[config.mk]
export PLATFORM = sky130hd
export DESIGN_NAME = rhs_host
export DESIGN_NICKNAME = d
export VERILOG_FILES = /design/src/rhs_pkg.sv /design/src/rhs_eng_if.sv /design/src/rhs_bit_engine.sv /design/src/rhs_host.sv
export VERILOG_INCLUDE_DIRS = /design/src
export SDC_FILE = /design/constraint.sdc
export NUM_CORES = 1
export LEC_CHECK = 0
export ABC_AREA = 1
export BUFFER_PORTS_ARGS = -buffer_cell sky130_fd_sc_hd__buf_2
export CORE_MARGIN = 2
export CORE_UTILIZATION = 50
export DETAILED_ROUTE_END_ITERATION = 16
export PLACE_DENSITY = 0.66
export SETUP_SLACK_MARGIN = 0.3
export SYNTH_ARGS = -nofsm -noshare
export SYNTH_HDL_FRONTEND = slang
export SYNTH_SLANG_ARGS = --single-unit
[constraint.sdc]
create_clock -name clk_sys -period 3.9 [get_ports clk_sys]
set_input_delay 0 -clock clk_sys [delete_from_list [all_inputs] [get_ports clk_sys]]
set_output_delay 0 -clock clk_sys [all_outputs]
set_load 0.02 [all_outputs]
[src/rhs_defs.svh]
`ifndef RHS_DEFS_SVH
`define RHS_DEFS_SVH

// clock and timing
`define RHS_CLK_NS     40
`define RHS_QTR_NS     2500
`define RHS_QTR_CYC    ((`RHS_QTR_NS + `RHS_CLK_NS - 1) / `RHS_CLK_NS)
`define RHS_PWR_MS     2000
`define RHS_PWR_CYC    (`RHS_PWR_MS * 1000000 / `RHS_CLK_NS)
`define RHS_TMO_MS     500
`define RHS_TMO_CYC    (`RHS_TMO_MS * 1000000 / `RHS_CLK_NS)

// software register offsets
`define RHS_A_CTRL     4'h0
`define RHS_A_STAT     4'h1
`define RHS_A_CFG      4'h2
`define RHS_A_TIME     4'h3
`define RHS_A_ALW      4'ha
`define RHS_A_ALD      4'hd

// control register bits
`define RHS_C_SETT     0
`define RHS_C_READT    1
`define RHS_C_APROG    2
`define RHS_C_ACANC    3
`define RHS_C_WCFG     4
`define RHS_C_AUTO     5
`define RHS_C_REDUCE   6

// status register bits
`define RHS_S_BUSY     0
`define RHS_S_READY    1
`define RHS_S_COLD     2
`define RHS_S_NACK     3
`define RHS_S_TMO      4
`define RHS_S_FULL     5

// clock chip map
`define RHS_DEV_ADDR   7'h32
`define RHS_R_SEC      8'h00
`define RHS_R_ALW      8'h08
`define RHS_R_ALD      8'h0b
`define RHS_R_CTL1     8'h0e
`define RHS_R_CTL2     8'h0f
`define RHS_B_COLD     4
`define RHS_B_PFLAG    2
`define RHS_B_WEEKLY_ALARM_ENABLE     7
`define RHS_B_DAILY_ALARM_ENABLE     6
`define RHS_B_LEVEL    2
`define RHS_CTL2_KEEP  8'hff
`define RHS_ALW_OFF    8'h55
`define RHS_ALD_OFF    8'h56
`define RHS_N_TIME     4'h7
`define RHS_N_SUB      4'h5

`endif

[src/rhs_pkg.sv]
package rhs_pkg;

	typedef enum logic [1:0] {
		RHS_OP_START = 2'h0,
		RHS_OP_STOP  = 2'h1,
		RHS_OP_WR    = 2'h2,
		RHS_OP_RD    = 2'h3
	} rhs_op_e;

	typedef enum logic [1:0] {
		RHS_E_IDLE  = 2'h0,
		RHS_E_START = 2'h1,
		RHS_E_BIT   = 2'h3,
		RHS_E_STOP  = 2'h2
	} rhs_eng_e;

	typedef enum logic [3:0] {
		RHS_P_IDLE  = 4'h0,
		RHS_P_START = 4'h1,
		RHS_P_SADR  = 4'h3,
		RHS_P_REG   = 4'h2,
		RHS_P_DATA  = 4'h6,
		RHS_P_RST   = 4'h7,
		RHS_P_SADRR = 4'h5,
		RHS_P_RDAT  = 4'h4,
		RHS_P_STOP  = 4'hc
	} rhs_ph_e;

	typedef enum logic [3:0] {
		RHS_J_NONE  = 4'h0,
		RHS_J_COLD  = 4'h1,
		RHS_J_SETT  = 4'h3,
		RHS_J_READT = 4'h2,
		RHS_J_CLRF  = 4'h6,
		RHS_J_CFG   = 4'h7,
		RHS_J_ADIS  = 4'h5,
		RHS_J_AW    = 4'h4,
		RHS_J_AD    = 4'hc
	} rhs_job_e;

endpackage

[src/rhs_eng_if.sv]
`timescale 1ns/1ps
`default_nettype none
interface rhs_eng_if;
	import rhs_pkg::*;
	logic       req;
	rhs_op_e    op;
	logic [7:0] wbyte;
	logic       ack;
	logic       done;
	logic       nack;
	logic [7:0] rbyte;
	modport ctl (output req, op, wbyte, ack, input done, nack, rbyte);
	modport eng (input req, op, wbyte, ack, output done, nack, rbyte);
endinterface
`default_nettype wire

[src/rhs_bit_engine.sv]
`timescale 1ns/1ps
`default_nettype none
`include "rhs_defs.svh"
module rhs_bit_engine
	import rhs_pkg::*;
(
	input  wire logic clk_sys,
	input  wire logic rst,
	rhs_eng_if.eng    eif,
	input  wire logic scl_i,
	output logic      scl_oe_n,
	input  wire logic sda_i,
	output logic      sda_oe_n
);

	typedef struct packed {
		rhs_eng_e   st;
		logic [1:0] q;
		logic [6:0] tick;
		logic [3:0] bitn;
		logic [7:0] sh;
		logic       rd;
		logic       ack;
		logic       smp;
		logic       scl_low;
		logic       sda_low;
		logic       done;
		logic       nack;
	} rhs_eng_s;

	rhs_eng_s r;
	rhs_eng_s next_r;

	localparam logic [6:0] QTR = 7'(`RHS_QTR_CYC);

	// quarter-bit sequencer; a slave holding scl low stretches the high
	always_comb begin
		logic qend;
		qend = 1'b0;
		next_r = r;
		next_r.done = 1'b0;
		if (r.st == RHS_E_IDLE) begin
			if (eif.req) begin
				next_r.q = 2'h0;
				next_r.tick = 7'h00;
				next_r.bitn = 4'h0;
				next_r.sh = eif.wbyte;
				next_r.rd = (eif.op == RHS_OP_RD);
				next_r.ack = eif.ack;
				case (eif.op)
					RHS_OP_START: next_r.st = RHS_E_START;
					RHS_OP_STOP:  next_r.st = RHS_E_STOP;
					default:      next_r.st = RHS_E_BIT;
				endcase
			end
		end else if (r.q == 2'h1 && !scl_i) begin
			next_r.tick = r.tick;
		end else if (r.tick == QTR - 7'h01) begin
			next_r.tick = 7'h00;
			next_r.q = r.q + 2'h1;
			qend = 1'b1;
		end else begin
			next_r.tick = r.tick + 7'h01;
		end
		if (qend && r.q == 2'h1 && r.st == RHS_E_BIT) begin
			next_r.smp = sda_i;
		end
		if (qend && r.q == 2'h3) begin
			if (r.st == RHS_E_BIT) begin
				next_r.bitn = r.bitn + 4'h1;
				if (r.bitn == 4'h8) begin
					next_r.nack = r.smp;
					next_r.st = RHS_E_IDLE;
					next_r.done = 1'b1;
				end else begin
					next_r.sh = {r.sh[6:0], r.smp};
				end
			end else begin
				next_r.st = RHS_E_IDLE;
				next_r.done = 1'b1;
			end
		end
		// line levels for the quarter now starting
		case (next_r.st)
			RHS_E_START: begin
				next_r.scl_low = (next_r.q == 2'h3);
				next_r.sda_low = next_r.q[1];
			end
			RHS_E_STOP: begin
				next_r.scl_low = (next_r.q == 2'h0);
				next_r.sda_low = !next_r.q[1];
			end
			RHS_E_BIT: begin
				next_r.scl_low = (next_r.q == 2'h0 || next_r.q == 2'h3);
				if (next_r.bitn == 4'h8)
					next_r.sda_low = next_r.rd & next_r.ack;
				else
					next_r.sda_low = !next_r.rd & !next_r.sh[7];
			end
			default: ;
		endcase
	end

	always_ff @(posedge clk_sys) begin
		if (rst)
			r <= '{st: RHS_E_IDLE, default: '0};
		else
			r <= next_r;
	end

	assign eif.done  = r.done;
	assign eif.nack  = r.nack;
	assign eif.rbyte = r.sh;
	assign scl_oe_n  = !r.scl_low;
	assign sda_oe_n  = !r.sda_low;

endmodule
`default_nettype wire

[src/rhs_host.sv]
// Overview of operation
// - wait the start-up time after power-up before any access to the clock
// - write seconds through year in one transaction, no stop between
// - read seconds through year in one transaction, no stop between
// - each transaction from start to stop lasts under half a second
// - paced reads use level-mode interrupt and finish within half a second
// - writing the periodic flag to zero releases the periodic interrupt
// - reduced scheme reads all counters once after setting, later a subset
// - clear the alarm enable bits before loading alarm settings
// - set the alarm enable bits only after all alarm settings are written
// - cancel alarms by writing the fixed cancel patterns to both groups
//
// Local design decisions: the placing of the registers and the strobed register port.
`timescale 1ns/1ps
`default_nettype none
`include "rhs_defs.svh"
module rhs_host
	import rhs_pkg::*;
#(
	parameter int unsigned PWR_CYC = `RHS_PWR_CYC,
	parameter int unsigned TMO_CYC = `RHS_TMO_CYC
) (
	input  wire logic       clk_sys,
	input  wire logic       rst,
	input  wire logic [3:0] bus_addr,
	input  wire logic [7:0] bus_wdata,
	input  wire logic       bus_wr,
	input  wire logic       bus_rd,
	output logic      [7:0] bus_rdata,
	input  wire logic       irq_out_a_n,
	input  wire logic       scl_i,
	output logic            scl_o,
	output logic            scl_oe_n,
	input  wire logic       sda_i,
	output logic            sda_o,
	output logic            sda_oe_n
);

	typedef struct packed {
		rhs_job_e        job;
		rhs_ph_e         ph;
		logic            wait_eng;
		logic [3:0]      idx;
		logic [25:0]     pwr;
		logic [23:0]     tmo;
		logic [6:0][7:0] tbuf;
		logic [2:0][7:0] aw;
		logic [1:0][7:0] ad;
		logic [7:0]      cfg;
		logic [4:0]      pend;
		logic            auto_en;
		logic            reduce;
		logic            full_next;
		logic            cancel;
		logic            ready;
		logic            cold;
		logic            err_nack;
		logic            err_tmo;
		logic            req;
		rhs_op_e         op;
		logic [7:0]      wbyte;
		logic            ack;
		logic [7:0]      rdata;
	} rhs_host_s;

	rhs_host_s r;
	rhs_host_s next_r;
	rhs_eng_if eif ();

	// device register where each job begins
	function automatic logic [7:0] job_reg(input rhs_job_e j);
		case (j)
			RHS_J_COLD, RHS_J_CLRF: job_reg = `RHS_R_CTL2;
			RHS_J_CFG, RHS_J_ADIS:  job_reg = `RHS_R_CTL1;
			RHS_J_AW:               job_reg = `RHS_R_ALW;
			RHS_J_AD:               job_reg = `RHS_R_ALD;
			default:                job_reg = `RHS_R_SEC;
		endcase
	endfunction

	// bytes per job; reduced scheme trims paced reads to a subset
	function automatic logic [3:0] job_len(input rhs_host_s s);
		case (s.job)
			RHS_J_SETT:  job_len = `RHS_N_TIME;
			RHS_J_READT: job_len = (s.reduce && !s.full_next) ?
				`RHS_N_SUB : `RHS_N_TIME;
			RHS_J_AW:    job_len = 4'h3;
			RHS_J_AD:    job_len = 4'h2;
			default:     job_len = 4'h1;
		endcase
	endfunction

	// control value: level mode forced when reads are paced
	function automatic logic [7:0] ctl1_val(input rhs_host_s s,
			input logic alarms);
		logic [7:0] v;
		v = s.cfg;
		if (s.auto_en)
			v[`RHS_B_LEVEL] = 1'b1;
		if (!alarms) begin
			v[`RHS_B_WEEKLY_ALARM_ENABLE] = 1'b0;
			v[`RHS_B_DAILY_ALARM_ENABLE] = 1'b0;
		end
		return v;
	endfunction

	// data byte number i of a write job
	function automatic logic [7:0] wr_byte(input rhs_host_s s,
			input logic [3:0] i);
		case (s.job)
			RHS_J_SETT: wr_byte = s.tbuf[i[2:0]];
			RHS_J_CLRF: begin
				wr_byte = `RHS_CTL2_KEEP;
				wr_byte[`RHS_B_PFLAG] = 1'b0;
			end
			RHS_J_CFG:  wr_byte = ctl1_val(s, 1'b1);
			RHS_J_ADIS: wr_byte = ctl1_val(s, 1'b0);
			RHS_J_AW:   wr_byte = s.cancel ? `RHS_ALW_OFF :
				s.aw[i[1:0]];
			RHS_J_AD:   wr_byte = s.cancel ? `RHS_ALD_OFF :
				s.ad[i[0]];
			default:    wr_byte = 8'h00;
		endcase
	endfunction

	function automatic logic job_is_rd(input rhs_job_e j);
		return j == RHS_J_COLD || j == RHS_J_READT;
	endfunction

	// job that follows a finished one
	function automatic rhs_job_e job_after(input rhs_host_s s);
		case (s.job)
			RHS_J_READT: job_after = s.auto_en ? RHS_J_CLRF : RHS_J_NONE;
			RHS_J_ADIS:  job_after = RHS_J_AW;
			RHS_J_AW:    job_after = RHS_J_AD;
			RHS_J_AD:    job_after = s.cancel ? RHS_J_NONE : RHS_J_CFG;
			default:     job_after = RHS_J_NONE;
		endcase
	endfunction

	always_comb begin
		logic       last;
		logic [4:0] launch;
		logic [4:0] cmd;
		logic       end_job;
		logic [1:0] err_hit;
		err_hit = 2'h0;
		last = 1'b0;
		launch = 5'h00;
		cmd = 5'h00;
		end_job = 1'b0;
		next_r = r;
		next_r.req = 1'b0;
		next_r.rdata = 8'h00;
		last = (r.idx + 4'h1 == job_len(r));

		// software writes
		if (bus_wr) begin
			case (bus_addr)
				`RHS_A_CTRL: begin
					cmd = bus_wdata[4:0];
					next_r.auto_en = bus_wdata[`RHS_C_AUTO];
					next_r.reduce = bus_wdata[`RHS_C_REDUCE];
				end
				`RHS_A_CFG: next_r.cfg = bus_wdata;
				default: ;
			endcase
			if (bus_addr >= `RHS_A_TIME && bus_addr < `RHS_A_ALW)
				next_r.tbuf[3'(bus_addr - `RHS_A_TIME)] = bus_wdata;
			if (bus_addr >= `RHS_A_ALW && bus_addr < `RHS_A_ALD)
				next_r.aw[2'(bus_addr - `RHS_A_ALW)] = bus_wdata;
			if (bus_addr >= `RHS_A_ALD && bus_addr < 4'hf)
				next_r.ad[1'(bus_addr - `RHS_A_ALD)] = bus_wdata;
		end

		// software reads, answered next cycle
		if (bus_rd) begin
			case (bus_addr)
				`RHS_A_CTRL: next_r.rdata = {1'b0, r.reduce, r.auto_en,
					r.pend};
				`RHS_A_STAT: next_r.rdata = {2'h0, r.full_next, r.err_tmo,
					r.err_nack, r.cold, r.ready,
					r.job != RHS_J_NONE};
				`RHS_A_CFG: next_r.rdata = r.cfg;
				default: begin
					if (bus_addr >= `RHS_A_TIME && bus_addr < `RHS_A_ALW)
						next_r.rdata = r.tbuf[3'(bus_addr - `RHS_A_TIME)];
					else if (bus_addr >= `RHS_A_ALW &&
							bus_addr < `RHS_A_ALD)
						next_r.rdata = r.aw[2'(bus_addr - `RHS_A_ALW)];
					else if (bus_addr >= `RHS_A_ALD && bus_addr < 4'hf)
						next_r.rdata = r.ad[1'(bus_addr - `RHS_A_ALD)];
				end
			endcase
		end

		// start-up wait before the first access
		if (!r.ready) begin
			if (r.pwr == 26'(PWR_CYC - 1)) begin
				next_r.ready = 1'b1;
				next_r.job = RHS_J_COLD;
				next_r.ph = RHS_P_START;
			end else begin
				next_r.pwr = r.pwr + 26'h1;
			end
		end else if (r.job == RHS_J_NONE) begin
			// paced read wins; then fixed priority of commands
			if (r.auto_en && !irq_out_a_n) begin
				next_r.job = RHS_J_READT;
			end else if (r.pend[`RHS_C_SETT]) begin
				next_r.job = RHS_J_SETT;
				launch[`RHS_C_SETT] = 1'b1;
			end else if (r.pend[`RHS_C_READT]) begin
				next_r.job = RHS_J_READT;
				launch[`RHS_C_READT] = 1'b1;
			end else if (r.pend[`RHS_C_APROG]) begin
				next_r.job = RHS_J_ADIS;
				next_r.cancel = 1'b0;
				launch[`RHS_C_APROG] = 1'b1;
			end else if (r.pend[`RHS_C_ACANC]) begin
				next_r.job = RHS_J_ADIS;
				next_r.cancel = 1'b1;
				launch[`RHS_C_ACANC] = 1'b1;
			end else if (r.pend[`RHS_C_WCFG]) begin
				next_r.job = RHS_J_CFG;
				launch[`RHS_C_WCFG] = 1'b1;
			end
			if (next_r.job != RHS_J_NONE)
				next_r.ph = RHS_P_START;
		end

		// a new command is never lost to a launch in the same cycle
		next_r.pend = (r.pend & ~launch) | cmd;

		// transaction timer, aborts with a stop
		if (r.ph == RHS_P_IDLE || r.ph == RHS_P_STOP) begin
			next_r.tmo = 24'h0;
		end else if (r.tmo == 24'(TMO_CYC - 1)) begin
			next_r.err_tmo = 1'b1;
			err_hit[1] = 1'b1;
			next_r.ph = RHS_P_STOP;
			next_r.job = RHS_J_NONE;
			next_r.wait_eng = 1'b0;
		end else begin
			next_r.tmo = r.tmo + 24'h1;
		end

		// issue one engine op per phase, whole job in one transaction
		if (r.ph != RHS_P_IDLE && !r.wait_eng &&
				next_r.ph != RHS_P_STOP) begin
			next_r.req = 1'b1;
			next_r.wait_eng = 1'b1;
			next_r.ack = !last;
			case (r.ph)
				RHS_P_START, RHS_P_RST: next_r.op = RHS_OP_START;
				RHS_P_SADR: begin
					next_r.op = RHS_OP_WR;
					next_r.wbyte = {`RHS_DEV_ADDR, 1'b0};
				end
				RHS_P_SADRR: begin
					next_r.op = RHS_OP_WR;
					next_r.wbyte = {`RHS_DEV_ADDR, 1'b1};
				end
				RHS_P_REG: begin
					next_r.op = RHS_OP_WR;
					next_r.wbyte = job_reg(r.job);
				end
				RHS_P_DATA: begin
					next_r.op = RHS_OP_WR;
					next_r.wbyte = wr_byte(r, r.idx);
				end
				RHS_P_RDAT: next_r.op = RHS_OP_RD;
				default: next_r.op = RHS_OP_STOP;
			endcase
		end else if (r.ph == RHS_P_STOP && !r.wait_eng) begin
			next_r.req = 1'b1;
			next_r.wait_eng = 1'b1;
			next_r.op = RHS_OP_STOP;
		end

		// advance on completion
		if (r.wait_eng && eif.done) begin
			next_r.wait_eng = 1'b0;
			if (eif.nack && (r.ph == RHS_P_SADR || r.ph == RHS_P_REG ||
					r.ph == RHS_P_DATA || r.ph == RHS_P_SADRR)) begin
				next_r.err_nack = 1'b1;
				err_hit[0] = 1'b1;
				next_r.ph = RHS_P_STOP;
				next_r.job = RHS_J_NONE;
			end else begin
				case (r.ph)
					RHS_P_START: next_r.ph = RHS_P_SADR;
					RHS_P_SADR:  next_r.ph = RHS_P_REG;
					RHS_P_REG: begin
						next_r.idx = 4'h0;
						next_r.ph = job_is_rd(r.job) ? RHS_P_RST :
							RHS_P_DATA;
					end
					RHS_P_DATA: begin
						next_r.idx = r.idx + 4'h1;
						if (last)
							next_r.ph = RHS_P_STOP;
					end
					RHS_P_RST:   next_r.ph = RHS_P_SADRR;
					RHS_P_SADRR: next_r.ph = RHS_P_RDAT;
					RHS_P_RDAT: begin
						next_r.idx = r.idx + 4'h1;
						if (r.job == RHS_J_COLD)
							next_r.cold = eif.rbyte[`RHS_B_COLD];
						else
							next_r.tbuf[r.idx[2:0]] = eif.rbyte;
						if (last)
							next_r.ph = RHS_P_STOP;
					end
					RHS_P_STOP: begin
						next_r.ph = RHS_P_IDLE;
						end_job = 1'b1;
					end
					default: next_r.ph = RHS_P_IDLE;
				endcase
			end
		end

		// chain to the following job of the same sequence
		if (end_job && r.job != RHS_J_NONE) begin
			next_r.job = job_after(r);
			if (next_r.job != RHS_J_NONE)
				next_r.ph = RHS_P_START;
			if (r.job == RHS_J_SETT)
				next_r.full_next = 1'b1;
			else if (r.job == RHS_J_READT && job_len(r) == `RHS_N_TIME)
				next_r.full_next = 1'b0;
		end

		// error flags: write one to clear, a new error wins
		if (bus_wr && bus_addr == `RHS_A_STAT) begin
			if (bus_wdata[`RHS_S_NACK] && !err_hit[0])
				next_r.err_nack = 1'b0;
			if (bus_wdata[`RHS_S_TMO] && !err_hit[1])
				next_r.err_tmo = 1'b0;
		end
	end

	always_ff @(posedge clk_sys) begin
		if (rst)
			r <= '{job: RHS_J_NONE, ph: RHS_P_IDLE, op: RHS_OP_START,
				default: '0};
		else
			r <= next_r;
	end

	assign eif.req   = r.req;
	assign eif.op    = r.op;
	assign eif.wbyte = r.wbyte;
	assign eif.ack   = r.ack;
	assign bus_rdata = r.rdata;
	assign scl_o     = 1'b0;
	assign sda_o     = 1'b0;

	// two-wire bit engine
	rhs_bit_engine u_eng (
		.clk_sys  (clk_sys),
		.rst      (rst),
		.eif      (eif),
		.scl_i    (scl_i),
		.scl_oe_n (scl_oe_n),
		.sda_i    (sda_i),
		.sda_oe_n (sda_oe_n)
	);

endmodule
`default_nettype wire

# After elaboration in Yosys (flattened, before gate mapping)
# Cells that the tools add are included.
# Widths: inputs -> output; s select.
[op_classes] bitwise=13 n_reduce_logical=80 n_mux=137 addsub=9 eq_ne=38 n_lt_le_gt_ge=16
[op_table] cell="$mux 56" n=5
[op_table] cell="$mux 8" n=23
[op_table] cell="$bwmux 56" n=2
[op_table] cell="$mux 104" n=1
[op_table] cell="$mux 4" n=18
[op_table] cell="$bmux 8 s3" n=2
[op_table] cell="$demux 8 s3" n=2
[op_table] cell="$pmux 8 s6" n=1
[op_table] cell="$eq 4x3->1 const B" n=9
[op_table] cell="$mux 1" n=34
[op_table] cell="$bmux 8 s2" n=2
[op_table] cell="$pmux 4 s4" n=2
[op_table] cell="$pmux 8 s4" n=1
[op_table] cell="$mux 9" n=3
[op_table] cell="$add 26x1->26 const B" n=1
[op_table] cell="$eq 26x26->1 const B" n=1
[op_table] cell="$mux 25" n=1
[op_table] cell="$mux 5" n=5
[op_table] cell="$add 24x1->24 const B" n=1
[op_table] cell="$bwmux 24" n=1
[op_table] cell="$eq 24x24->1 const B" n=1
[op_table] cell="$mux 12" n=2
[op_table] cell="$mux 24" n=1
[op_table] cell="$pmux 4 s6" n=1
[op_table] cell="60 further kinds" n=173
[totals] input_bits=19 register_bits=230 word_cells=338

# Depth between registers and ports, before layout
[depth] depth_word=20 ltp_mapped=16

# Modules after synthesis
# Synthesis repeated with hierarchy kept, for this count alone.
[hier_totals] cells_unflattened=1995 area_unflattened_um2=13216.4
[modules_own_cells] module="rhs_host" cells_per_inst=1737 area_per_inst_um2=11377.2 n_inst=1
[modules_own_cells] module="rhs_bit_engine" cells_per_inst=258 area_per_inst_um2=1839.3 n_inst=1

# Worst setup path before layout
# OpenSTA, ideal clock, no wires.
[synth_timing] path_type="input to register" startpoint="input port bus_addr[1]" endpoint="register r[84] (netlist bit)" t_arrival_ns=2.132 path_stages=10 t_required_ns=3.784 setup_ns=0.116 path_buffers=2 setup_slack_ns=1.652 cell_sequence="clkbuf_1 -> clkinv_1 -> ha_1 -> inv_1 -> nand2_1 -> nor2_1 -> clkbuf_1 -> mux2_2 -> o21ai_0 -> nor2_1"
[synth_between] elab_chain_cells=13 word_cells_on_any_way=17
[synth_lines] item="from (decl)" line="rhs_host.sv:25" rtl="input wire logic [3:0] bus_addr,"
[synth_lines] item="$sub 3x2->3 (no source line)"
[synth_lines] item="$lt 3x4->1 or $ge 3x1->1 (tied branches)" line="rhs_host.sv:169" rtl="next_r.tbuf[3'(bus_addr - `RHS_A_TIME)] = bus_wdata;"
[synth_lines] item="$logic_and 1x1->1" line="rhs_host.sv:169"
[synth_lines] item="$mux 8" line="rhs_host.sv:169"
[synth_lines] item="$demux 8 s3" line="rhs_host.sv:169"
[synth_lines] item="$bwmux 56" line="rhs_host.sv:169"
[synth_lines] item="$mux 56 (*)" line="rhs_host.sv:168" rtl="if (bus_addr >= `RHS_A_TIME && bus_addr < `RHS_A_ALW)"
[synth_lines] item="$mux 104 (*)" line="rhs_host.sv:158" rtl="if (bus_wr) begin"
[synth_lines] item="$bwmux 56" line="rhs_host.sv:311" rtl="next_r.tbuf[r.idx[2:0]] = eif.rbyte;"
[synth_lines] item="$mux 56" line="rhs_host.sv:308" rtl="if (r.job == RHS_J_COLD)"
[synth_lines] item="$mux 56" line="rhs_host.sv:291" rtl="case (r.ph)"
[synth_lines] item="$mux 56" line="rhs_host.sv:284" rtl="if (eif.nack && (r.ph == RHS_P_SADR || r.ph == RHS_P_REG ||"
[synth_lines] item="$mux 56 (*)" line="rhs_host.sv:282" rtl="if (r.wait_eng && eif.done) begin"
[synth_lines] item="to (signal assigned)" line="rhs_host.sv:346" rtl="r <= '{job: RHS_J_NONE, ph: RHS_P_IDLE, op: RHS_OP_START,"
[synth_lines] item="to (signal assigned)" line="rhs_host.sv:349" rtl="r <= next_r;"
[synth_lines] item="to (decl)" line="rhs_host.sv:66" rtl="rhs_host_s r;"
# Mark *: on every way between the ends. The rest lies on a longest branch, timed or not.
# A chain may end at the register's enable or synchronous reset.

# Final worst setup path
[layout_timing] startpoint="register r[193] (netlist bit)" endpoint="register r (netlist bit eif.wbyte[3])"
[layout_between] elab_chain_cells=8 word_cells_on_any_way=20
[layout_lines] item="$mux 4" line="rhs_host.sv:228" rtl="if (next_r.job != RHS_J_NONE)"
[layout_lines] item="$mux 8" line="rhs_host.sv:206" rtl="end else if (r.job == RHS_J_NONE) begin"
[layout_lines] item="$mux 8" line="rhs_host.sv:198" rtl="if (!r.ready) begin"
[layout_lines] item="$mux 9" line="rhs_host.sv:238" rtl="end else if (r.tmo == 24'(TMO_CYC - 1)) begin"
[layout_lines] item="$mux 9" line="rhs_host.sv:236" rtl="if (r.ph == RHS_P_IDLE || r.ph == RHS_P_STOP) begin"
[layout_lines] item="$ne 4x4->1" line="rhs_host.sv:250" rtl="next_r.ph != RHS_P_STOP) begin"
[layout_lines] item="$logic_and 1x1->1" line="rhs_host.sv:249" rtl="if (r.ph != RHS_P_IDLE && !r.wait_eng &&"
[layout_lines] item="$reduce_and 2->1 (no source line)"
# Several ways; a longest one is shown, not always the timed one. The select of a mux whose other input is x is not followed.

==> impl_metrics.tcl <==
set metrics [dict create \
    post-route-period-util 0.683 \
    nNetsFinal 2074 \
    end_kind "flip-flop" \
    clockBufferDepth 3 \
    worst-r2r-cell-count 12 \
    cts_resized 0 \
    ctsHoldBuffers 13 \
    postCtsSetupRepairBufs 0 \
    row_count 59 \
    via_count 13400 \
    yosysUniqueCellTypes 47 \
    cts.root.buffer_cell "clkbuf_16" \
    syn2layout_area_growth_pct 9.71 \
    path_clk_slew_ns 0.06 \
    tightest_slew_ns 1.09 \
    fmax_mhz 375 \
    die-area_sq_um 27700 \
    cp.arrival_ns 3.05 \
    fin_cells 2394 \
    period_needed_ns 2.67 \
    synthFlopType "dfxtp_1" \
    critPathKind "reg -> reg" \
    design_power_total_w 0.00517 \
    wirelength_um 40700 \
    finalWorstSetupSlack_ns 1.23 \
    post_synth.cell_area_avg_sq_um 6.44 \
    grt_use_total 0.282 \
    seq_area_frac_synth 0.349 \
    ir_drop_v 0.000371 \
    start_kind "flip-flop" \
    rsz0062_at_grt "false" \
    drive_gt1_frac 0.0704 \
    synth_seq_cells 230 \
    via_per_inst 5.59 \
    grt_pass1_wl_um 64300 \
    cts.htree.levels 1 \
    crit_fanout 14 \
    final_common_cell "nand2_1" \
    grt_max_degree 74 \
    pin_count 31 \
    r2r-end "eif.wbyte[3]" \
    core_sq_um 26000 \
    p_leak_nw 5.75 \
    dp_cells 2333 \
    endpoint "eif.wbyte[3]" \
    synth_edf_count 0 \
    fin_util 0.557 \
    r2r_setup_slack_ns 1.23 \
    hp-class "in -> reg" \
    antenna_found_initial 0 \
    setup-tns-final_ns 0 \
    io_buffers 28 \
    initial_core_util 0.507 \
    status "complete, no violations" \
    gp_congestion 1.01 \
    hpwl_um 28800 \
    drv_slew 0 \
    startpoint "r[193]" \
    die_h_um 166 \
    max_slew_margin 0.274 \
    maxCapViolCount 0 \
    pre_cts_slack_ns 1.18 \
    num_antenna_cells 0 \
    synth_area_sq_um 13200 \
    mostFrequentLayoutCells "nand2_1, nor2_1, inv_1" \
    dr.first_iter.drc_count 1342 \
    cts_buffers 27 \
    setup_viol 0 \
    finClkSkew_ns 0.00844 \
    clk_latency_ns 0.54 \
    grt-ovfl-total 0 \
    drc 0 \
    drtPass1Iterations 5 \
    finalHoldViolCount 0 \
    yosysTopAreaCellShare 0.349 \
    syn-instance-count 2047 \
    r2r-start "r[193]" \
    first_global_vias 12400 \
    power.density_nw_per_um2 358 \
    synthTopCellsByArea "dfxtp_1, nand2_1, o21ai_0" \
    async_reset_ff_frac 0 \
    cts.sinks 230 \
    die_w_um 166 \
    required_ns 4.29 \
    yosys_warnings 0 \
    wire_per_inst_um 17.0 \
    yosysTopAreaCell "dfxtp_1" \
    tritoncts "yes" \
    final_antenna_net_count 0 \
]
==> final cells by class <==
| type | instances | area [sq um] |
|---|---|---|
| tap | 335 | 419 |
| multi-input combinational | 1477 | 7260 |
| timing repair buffer | 55 | 375 |
| inverter | 249 | 936 |
| clock buffer | 41 | 798 |
| sequential | 230 | 4600 |
| fill | 2587 | 11500 |
| clock inverter | 7 | 70.1 |
==> Yosys cell counts (12+ instances only) <==
cell      instances
nand2_1         427
nor2_1          275
inv_1           237
o21ai_0         231
dfxtp_1         230
a21oi_1         170
nand3_1         119
clkbuf_1         68
nand4_1          31
nor3_1           28
mux2_2           24
xor2_1           22
o22ai_1          16
ha_1             15
a31oi_1          13
o21ai_1          12
==> how the worst min path moves through the flow <==
stage	from	endpoint	depth (start not counted)
global route	scl_i	u_eng.r[16]	7
global placement	bus_rd	bus_rdata[5]	3
CTS	scl_i	u_eng.r[21]	7
finish	scl_i	u_eng.r[21]	7
detailed placement	bus_rd	bus_rdata[2]	3
floorplan	bus_rd	bus_rdata[2]	2
==> cell families (layout without fill, tap and decap cells) <==
logic type                 after synthesis  in the layout  synth area share
AOI/OAI and AO/OA                      478            478             0.193
xor gates and xnor gates                27             27            0.0179
adders and majority gates               15             15            0.0142
buffers and inverters                  341            352             0.100
DFF                                    230            230             0.349
muxes                                   30             30            0.0251
other                                    1              2          0.000284
and+or+nand+nor                        925            925             0.300
==> per-stage QoR <==
stage | hold slack, ns | cell area [sq um]
finish | 0.0736 | 14500
global route | 0.151 | 14500
CTS | 0.0625 | 14500
detailed placement | 0.268 | 13500
global placement | 0.270 | 13500
floorplan | 0.129 | 13200
==> metal layers <==
metal / global-route usage / part of all wire / vias up / wire (um)
met2: 0.479 / 0.46 / 518 / 18700
met3: 0.0296 / 0.064 / 116 / 2590
li1: - / - / 6685 / -
met4: 0.117 / 0.045 / 0 / 1820
met1: 0.366 / 0.43 / 6074 / 17500
met5: 0 / 0 / - / 0
==> where the power goes <==
| part | switching, W | leakage, nW | total [W] | internal [W] |
|---|---|---|---|---|
| Combinational | 0.000214 | 3.47 | 0.000300 | 0.0000858 |
| Sequential | 0.0000190 | 1.86 | 0.00240 | 0.00238 |
| Clock | 0.00101 | 0.426 | 0.00248 | 0.00147 |
| Total | 0.00124 | 5.75 | 0.00517 | 0.00393 |
==> critical path, cell delays in order (launching register included) <==
cell and delay, ns:
dfxtp_1 0.38, inv_1 0.21, nand2_1 0.11, inv_1 0.10
nand3_1 0.15, o21ai_0 0.21, inv_1 0.08, nand2_1 0.24
o21ai_0 0.14, nand2_1 0.35, nand3_1 0.34, nand2_1 0.14
a21oi_1 0.06
Note: power is estimated with default switching activity, not from simulation.
